==> config.mk <==
export PLATFORM = sky130hd
export DESIGN_NAME = sgcb_global_ctrl
export DESIGN_NICKNAME = d
export VERILOG_FILES = /design/src/hdl/sgcb_age_timer.v /design/src/hdl/sgcb_global_ctrl.v
export VERILOG_INCLUDE_DIRS = /design/src /design/src/hdl
export SDC_FILE = /design/constraint.sdc
export NUM_CORES = 1
export LEC_CHECK = 0
export BUFFER_PORTS_ARGS = -buffer_cell sky130_fd_sc_hd__buf_2
export CAP_MARGIN = 20
export CORE_UTILIZATION = 40
export CTS_BUF_LIST = sky130_fd_sc_hd__clkbuf_4 sky130_fd_sc_hd__clkbuf_8
export DETAILED_ROUTE_END_ITERATION = 8
export PLACE_DENSITY = 0.66
export SLEW_MARGIN = 5
export SYNTH_ARGS = -nofsm -noshare
export SYNTH_HDL_FRONTEND = slang
export SYNTH_HIERARCHICAL = 1
export SYNTH_SLANG_ARGS = --single-unit
==> constraint.sdc <==
create_clock -name clk_sys_i -period 3.85 [get_ports clk_sys_i]
set_input_delay 1.155 -clock clk_sys_i [delete_from_list [all_inputs] [get_ports clk_sys_i]]
set_output_delay 1.155 -clock clk_sys_i [all_outputs]
set_load 0.03 [all_outputs]
==> src/hdl/sgcb_consts.vh <==
// Purpose: constants for the switch global control bit bank
// Assumes: 40 MHz system clock, 8-bit register data
// Notes:   offsets are register indices on the management port
`ifndef SGCB_CONSTS_VH
`define SGCB_CONSTS_VH
`define SGCB_OFS_CTRL_ZERO   8'h02
`define SGCB_OFS_CTRL_ONE    8'h03
`define SGCB_CTRL_ZERO_RST   3'h4
`define SGCB_CTRL_ONE_RST    8'h00
`define SGCB_C0_LINK_AGE     0
`define SGCB_C0_DROP_SEL     1
`define SGCB_C0_BUF_SHARE    2
`define SGCB_C1_AGGR_BKOFF   0
`define SGCB_C1_FAST_AGE     1
`define SGCB_C1_AGE_EN       2
`define SGCB_C1_LEN_CHK      3
`define SGCB_C1_RX_FC_DIS    4
`define SGCB_C1_TX_FC_DIS    5
`define SGCB_C1_PASS_ALL     7
`define SGCB_FAST_AGE_US     800
`define SGCB_CLK_MHZ         40
`define SGCB_FAST_AGE_CYC    ((`SGCB_FAST_AGE_US * `SGCB_CLK_MHZ) - 1)
`define SGCB_NORM_AGE_S      300
`define SGCB_NORM_AGE_JIT_S  75
// 300 s at 40 MHz; a sized literal since 32-bit macro math would overflow
`define SGCB_NORM_AGE_CYC    40'h02CB417800
`define SGCB_ETYPE_PAUSE     16'h8808
`define SGCB_DA_PAUSE        48'h0180C2000001
`define SGCB_LEN_MAX         16'h05DC
`define SGCB_NUM_PORTS       5
`endif

==> src/hdl/sgcb_age_timer.v <==
// Purpose: address-table aging tick generator
// Assumes: fast and normal periods given in clock cycles
// Notes:   a fast cycle runs one fast period then falls back to what age_en_i and fast_mode_i select
`timescale 1ns/10ps
`default_nettype none
module sgcb_age_timer
#(
   parameter [39:0] NORM_CYC = 40'd12000000000,
   parameter [39:0] FAST_CYC = 40'd31999
)
(
   input  wire        clk_sys_i,
   input  wire        rst_n_i,
   input  wire        age_en_i,
   input  wire        fast_mode_i,
   input  wire        fast_trig_i,
   output reg         age_tick_o,
   output reg         flush_all_o,
   output reg         fast_busy_o
);
   reg [39:0] cnt_r;
   wire       fast_sel = fast_mode_i | fast_busy_o;
   wire [39:0] lim = fast_sel ? FAST_CYC : NORM_CYC;

   always @(posedge clk_sys_i)
   begin
      if (!rst_n_i)
      begin
         cnt_r       <= 40'h0000000000;
         age_tick_o  <= 1'b0;
         flush_all_o <= 1'b0;
         fast_busy_o <= 1'b0;
      end
      else
      begin
         age_tick_o  <= 1'b0;
         flush_all_o <= 1'b0;
         if (fast_trig_i)
         begin
            // Restart so the flush lands one fast period after unplug
            cnt_r       <= 40'h0000000000;
            fast_busy_o <= 1'b1;
         end
         else if (!age_en_i && !fast_busy_o)
            cnt_r <= 40'h0000000000;
         else if (cnt_r >= lim)
         begin
            cnt_r       <= 40'h0000000000;
            age_tick_o  <= 1'b1;
            flush_all_o <= fast_busy_o;
            fast_busy_o <= 1'b0;
         end
         else
            cnt_r <= cnt_r + 40'h0000000001;
      end
   end
endmodule
`default_nettype wire

==> src/hdl/sgcb_global_ctrl.v <==
// Purpose: global control bits of a five-port switch and their effects
// Assumes: register port from the serial management decoder, same clock
// Notes:   strap pins are synchronised and captured after reset release
//
// Function
// - Buffer share 1 lets a port borrow idle pool; 0 caps at one fifth
// - Drop select 1 drops type 0x8808 or pause multicast address frames
// - Drop select 0 drops frames that qualify as flow control
// - Link loss with link-change age set starts fast aging under 800 us
// - After the fast cycle, aging returns to the period set by fast age enable, or stops if aging enable is 0
// - Link-change fast aging flushes every learned address, all ports
// - Pass-all forwards every frame not dropped for flow control, errored ones too, for debugging
// - Tx pause disable 1 blocks pause transmit; 0 follows negotiation
// - Rx pause disable 1 ignores pause frames; 0 follows negotiation
// - Both pause disables reset from one strap, written independently
// - Length check drops mismatched frames whose length is below 1500, when drop select and pass-all are 0
// - Aging enable switches aging; reset value from a pulled-up strap
// - Fast age enable runs aging at the 800 us rate
// - Aggressive backoff for half duplex; reset value from a strap
`timescale 1ns/10ps
`default_nettype none
`include "sgcb_consts.vh"
module sgcb_global_ctrl
#(
   parameter [39:0] NORM_AGE_CYC = `SGCB_NORM_AGE_CYC,
   parameter [39:0] FAST_AGE_CYC = `SGCB_FAST_AGE_CYC
)
(
   input  wire        clk_sys_i,
   input  wire        rst_n_i,
   input  wire [7:0]  reg_addr_i,
   input  wire        reg_wr_i,
   input  wire        reg_rd_i,
   input  wire [7:0]  reg_wdata_i,
   output reg  [7:0]  reg_rdata_o,
   output reg         reg_rvalid_o,
   input  wire        strap_fc_dis_i,
   input  wire        strap_age_en_i,
   input  wire        strap_aggr_bkoff_i,
   input  wire [4:0]  link_up_i,
   input  wire [4:0]  an_tx_pause_i,
   input  wire [4:0]  an_rx_pause_i,
   input  wire        frm_valid_i,
   input  wire [15:0] frm_type_len_i,
   input  wire [47:0] frm_da_i,
   input  wire        frm_is_fc_i,
   input  wire        frm_err_i,
   input  wire [15:0] frm_payload_len_i,
   output reg         frm_drop_o,
   output reg         frm_drop_valid_o,
   output reg         buf_share_o,
   output reg  [4:0]  tx_pause_en_o,
   output reg  [4:0]  rx_pause_en_o,
   output reg         aggr_bkoff_o,
   output reg         age_tick_o,
   output reg         age_flush_all_o,
   output reg         age_fast_busy_o
);
   // Only these three low bits of the zero register live in this bank
   reg  [2:0] ctrl_zero_r;
   reg  [7:0] ctrl_one_r;
   reg  [2:0] strap_s1_r;
   reg  [2:0] strap_s2_r;
   reg        strap_done_r;
   reg  [4:0] link_s1_r;
   reg  [4:0] link_s2_r;
   reg  [4:0] link_d_r;
   reg        fast_trig_r;
   wire       tick_w;
   wire       flush_w;
   wire       busy_w;

   function pause_match;
      input [15:0] tl;
      input [47:0] da;
      begin
         pause_match = (tl == `SGCB_ETYPE_PAUSE) || (da == `SGCB_DA_PAUSE);
      end
   endfunction

   // Strap and link pins come from outside, so two flops first
   always @(posedge clk_sys_i)
   begin
      strap_s1_r <= {strap_aggr_bkoff_i, strap_age_en_i, strap_fc_dis_i};
      strap_s2_r <= strap_s1_r;
      link_s1_r  <= link_up_i;
      link_s2_r  <= link_s1_r;
   end

   // Straps load once after release; software writes win afterwards
   always @(posedge clk_sys_i)
   begin
      if (!rst_n_i)
      begin
         ctrl_zero_r  <= `SGCB_CTRL_ZERO_RST;
         ctrl_one_r   <= `SGCB_CTRL_ONE_RST;
         strap_done_r <= 1'b0;
      end
      else
      begin
         if (!strap_done_r)
         begin
            strap_done_r <= 1'b1;
            ctrl_one_r[`SGCB_C1_TX_FC_DIS]  <= strap_s2_r[0];
            ctrl_one_r[`SGCB_C1_RX_FC_DIS]  <= strap_s2_r[0];
            ctrl_one_r[`SGCB_C1_AGE_EN]     <= strap_s2_r[1];
            ctrl_one_r[`SGCB_C1_AGGR_BKOFF] <= strap_s2_r[2];
         end
         else if (reg_wr_i)
         begin
            if (reg_addr_i == `SGCB_OFS_CTRL_ZERO)
               ctrl_zero_r <= reg_wdata_i[2:0];
            if (reg_addr_i == `SGCB_OFS_CTRL_ONE)
               ctrl_one_r <= reg_wdata_i;
         end
      end
   end

   // Read port; unmapped addresses read zero
   always @(posedge clk_sys_i)
   begin
      if (!rst_n_i)
      begin
         reg_rdata_o  <= 8'h00;
         reg_rvalid_o <= 1'b0;
      end
      else
      begin
         reg_rvalid_o <= reg_rd_i;
         if (!reg_rd_i)
            reg_rdata_o <= 8'h00;
         else if (reg_addr_i == `SGCB_OFS_CTRL_ZERO)
            reg_rdata_o <= {5'h00, ctrl_zero_r};
         else if (reg_addr_i == `SGCB_OFS_CTRL_ONE)
            reg_rdata_o <= ctrl_one_r;
         else
            reg_rdata_o <= 8'h00;
      end
   end

   // Link-loss detect; edge logic reads only the second sync stage
   always @(posedge clk_sys_i)
   begin
      if (!rst_n_i)
      begin
         link_d_r    <= 5'h00;
         fast_trig_r <= 1'b0;
      end
      else
      begin
         link_d_r    <= link_s2_r;
         fast_trig_r <= ctrl_zero_r[`SGCB_C0_LINK_AGE] &
                        (|(link_d_r & ~link_s2_r));
      end
   end

   sgcb_age_timer
   #(
      .NORM_CYC (NORM_AGE_CYC),
      .FAST_CYC (FAST_AGE_CYC)
   )
   u_age
   (
      .clk_sys_i   (clk_sys_i),
      .rst_n_i     (rst_n_i),
      .age_en_i    (ctrl_one_r[`SGCB_C1_AGE_EN]),
      .fast_mode_i (ctrl_one_r[`SGCB_C1_FAST_AGE]),
      .fast_trig_i (fast_trig_r),
      .age_tick_o  (tick_w),
      .flush_all_o (flush_w),
      .fast_busy_o (busy_w)
   );

   // Frame verdict, one cycle after the descriptor
   always @(posedge clk_sys_i)
   begin
      if (!rst_n_i)
      begin
         frm_drop_o       <= 1'b0;
         frm_drop_valid_o <= 1'b0;
      end
      else
      begin
         frm_drop_valid_o <= frm_valid_i;
         if (!frm_valid_i)
            frm_drop_o <= 1'b0;
         else if (ctrl_zero_r[`SGCB_C0_DROP_SEL])
            frm_drop_o <= pause_match(frm_type_len_i, frm_da_i);
         else if (frm_is_fc_i)
            frm_drop_o <= 1'b1;
         else if (ctrl_one_r[`SGCB_C1_PASS_ALL])
            frm_drop_o <= 1'b0;
         else if (frm_err_i)
            frm_drop_o <= 1'b1;
         else if (ctrl_one_r[`SGCB_C1_LEN_CHK] &&
                  frm_type_len_i < `SGCB_LEN_MAX &&
                  frm_type_len_i != frm_payload_len_i)
            frm_drop_o <= 1'b1;
         else
            frm_drop_o <= 1'b0;
      end
   end

   // Static controls and aging outputs to the MACs and fabric, all registered
   always @(posedge clk_sys_i)
   begin
      if (!rst_n_i)
      begin
         buf_share_o     <= 1'b1;
         tx_pause_en_o   <= 5'h00;
         rx_pause_en_o   <= 5'h00;
         aggr_bkoff_o    <= 1'b0;
         age_tick_o      <= 1'b0;
         age_flush_all_o <= 1'b0;
         age_fast_busy_o <= 1'b0;
      end
      else
      begin
         buf_share_o   <= ctrl_zero_r[`SGCB_C0_BUF_SHARE];
         tx_pause_en_o <= ctrl_one_r[`SGCB_C1_TX_FC_DIS] ? 5'h00 :
                          an_tx_pause_i;
         rx_pause_en_o <= ctrl_one_r[`SGCB_C1_RX_FC_DIS] ? 5'h00 :
                          an_rx_pause_i;
         aggr_bkoff_o    <= ctrl_one_r[`SGCB_C1_AGGR_BKOFF];
         age_tick_o      <= tick_w;
         age_flush_all_o <= flush_w;
         age_fast_busy_o <= busy_w;
      end
   end
endmodule
`default_nettype wire
==> flow_summary_export.csv <==
group,metric,value,unit
global_route,gr-total-overflow,0,
clocking,cts_hold_buf,0,
critical_path,timing.rr.end,"u_age/cnt_r[5]",
timing,maxSlewViolCount,0,
clocking,cts_tree,"done",
logic_synthesis,synthMostInstantiatedCell,"dfxtp_1",
detailed_routing,wl_per_cell,14.53,um
timing,fin_skew,0.01671,ns
critical_path,worstPathRequired,4.13,ns
logic_synthesis,yosysTopAreaCellShare,47.99,%
logic_synthesis,yosys.area.top_type,"dfxtp_1",
logic_synthesis,ys_ff_latch,103,
detailed_routing,viasPerCell,5.067,
detailed_routing,via_count,3714,
floorplanning,die_y,105.6,um
global_route,first_global_vias,3595,
clocking,htree_num_levels,3,
critical_path,crit_arrival,3.30,ns
final_layout,layout-drive-gt1-share,30.49,%
logic_synthesis,ys_warn_count,6,
global_route,grt_use_total,19.34,%
critical_path,worst-path-max-fanout,34,
logic_synthesis,synth_cells,436,
logic_synthesis,synth_async_sr_flop_share,0,%
floorplanning,fp.coreArea,10370,um^2
place,routabilityCongestion,0.8611,
critical_path,crit_start,"u_age/fast_busy_o",
final_layout,num-nets-final,724,
critical_path,reg2reg_from,"u_age/fast_busy_o",
logic_synthesis,synth_seq_area_share,47.99,%
clocking,cts_setup_buffers,0,
timing,hold_viol,0,
critical_path,worstSetupPathType,"reg2reg",
global_route,grt_pass1_wl,16870,um
detailed_routing,drt_iter0_drc,128,
final_layout,syn_to_final_growth,25.31,%
floorplanning,ios,147,
detailed_routing,routed_wl,10650,um
timing,hold_ws,0.3394,ns
power_and_ir_drop,power.density,358.5,nW/um^2
run,cap_violations,0,
place,dpl.hpwl,8398,um
detailed_routing,first_pass_iters,4,
timing,rsz0062_at_grt,"false",
power_and_ir_drop,cellLeakagePower,2.244,nW
logic_synthesis,ys.flop_type,"dfxtp_1",
timing,fmax,0.3317,GHz
logic_synthesis,synthTopCellsByCount,"dfxtp_1 (103), nor2_1 (49), xor2_1 (34)",
timing,fin_setup_tns,0,ns
clocking,worst_skew_pair.late_latency,0.37,ns
floorplanning,die_w,105.6,um
final_layout,diodes,0,
power_and_ir_drop,ir_drop,181.9,uV
place,port_buffers,146,
floorplanning,dieArea,11160,um^2
logic_synthesis,synth_cell_type_count,58,
critical_path,crit_path_end,"u_age/cnt_r[5]",
floorplanning,initial_core_util,41.43,%
clocking,cts_max_path_buffers,2,
detailed_routing,ant_nets,0,
timing,tightest_slew,0.8148,ns
logic_synthesis,synth-edff-count,0,
timing,slew_headroom,45.26,%
critical_path,worst_setup_path_start_kind,"flip-flop",
worst_hold_path,hold_path_class,"reg2reg",
clocking,cts_buffers,9,
clocking,cts_root_buf,"clkbuf_8",
clocking,clk_pin_slew_worst_paths,0.10,ns
critical_path,rrSetupSlack,0.84,ns
critical_path,end_kind,"flip-flop",
timing,setup_viol,0,
status,status,"completed",
clocking,cts_resized,0,
detailed_routing,drc,0,
logic_synthesis,avgSynthCellArea,9.855,um^2
critical_path,r2r_cells,9,
clocking,cts_sinks,103,
logic_synthesis,netlist_top_cells_area,"dfxtp_1 (48%), xor2_1 (6.9%), nor2_1 (4.3%)",
logic_synthesis,syn_area,4297,um^2
global_route,antenna_found_initial,0,
timing,fin_crit_sh,78.30,%
floorplanning,rows,37,
global_route,grt_start_max_net_pins,35,
timing,period_minus_slack,3.014,ns
[how the worst min path moves through the flow]
stage	startpoint	to	slack (ns)	cells past startpoint
detailed placement	strap_s1_r[1]	strap_s2_r[1]	0.31	0
floorplan	link_s1_r[0]	link_s2_r[0]	0.31	0
global placement	link_s1_r[3]	link_s2_r[3]	0.31	0
global route	strap_s1_r[2]	strap_s2_r[2]	0.34	0
CTS	strap_s1_r[2]	strap_s2_r[2]	0.34	0
finish	link_s1_r[0]	link_s2_r[0]	0.34	0
[cells in the final DEF, fill, tap and decap left out, types with 10 or more instances in the layout]
cell type	n
and2_1	22
buf_2	146
dfxtp_1	103
ha_1	11
inv_1	11
mux2i_1	11
nand2_1	20
nand3_1	15
nand4_1	13
nor2_1	49
nor3_1	10
nor4_1	18
xnor2_1	13
xor2_1	34
[area by class of cell]
type | instances | area (um^2)
flip-flops and latches | 103 | 2062
fillers | 955 | 4986
repair buffers | 148 | 745.7
well taps | 136 | 170.2
inverters | 12 | 47.55
clock inverters | 7 | 86.33
clock buffers | 9 | 123.9
multi-input cells | 318 | 2148
[registers in the layout, summed over array words and instances, names as in the netlist, 3 cells and up]
name           count
ctrl_one_r         8
ctrl_zero_r        3
link_d_r           5
link_s1_r          5
link_s2_r          5
reg_rdata_o        8
rx_pause_en_o      5
strap_s1_r         3
strap_s2_r         3
tx_pause_en_o      5
u_age/cnt_r       40
[cells by family (layout without fill, tap and decap cells)]
kind of cell | after synthesis | count (layout) | share of synthesized area [%]
flip-flops | 103 | 103 | 47.99
XOR/XNOR | 48 | 48 | 9.959
other | 1 | 6 | 0.08728
multiplexers | 11 | 11 | 2.563
AO/OA/AOI/OAI | 35 | 35 | 5.853
buffers and inverters | 20 | 176 | 2.446
adder cells (fa/ha/maj) | 12 | 12 | 3.465
AND/OR/NAND/NOR | 206 | 206 | 27.64
[stage by stage]
| stage | setup slack, ns | std cells | instance area (um^2) | utilization (%) | total power [mW] |
|---|---|---|---|---|---|
| 6_report | 0.8356 | 733 | 5384 | 51.92 | 1.930 |
| 3_3_place_gp | 0.9554 | 717 | 5174 | 49.89 | 1.270 |
| 2_1_floorplan | 1.115 | 441 | 4315 | - | 1.183 |
| 4_1_cts | 0.7986 | 733 | 5384 | 51.92 | 1.955 |
| 3_5_place_dp | 0.8305 | 717 | 5174 | 49.89 | 1.273 |
| 5_1_grt | 0.5909 | 733 | 5384 | 51.92 | 2.014 |
[power breakdown]
part / internal [mW] / switching [mW] / leakage (nW)
sequential: 1.09 / 0.00974 / 0.844
clock: 0.261 / 0.422 / 0.104
combinational: 0.0736 / 0.0718 / 1.30
[worst max-delay path, cell delays in order, from the launching register on]
cell	delay, ns
dfxtp_1	0.36
or2_1	0.33
buf_4	0.21
ha_1	0.29
a211o_1	0.30
a21oi_1	0.15
o211ai_1	0.12
a211oi_2	0.27
nand3_2	0.61
nor2_1	0.27
[layer usage]
metal	wire length [um]	global-route usage (%)
met1	4079	20.33
met2	5570	36.97
met3	782	4.824
met4	218	6.647
met5	0	0
Note: power is estimated with default switching activity, not from simulation.
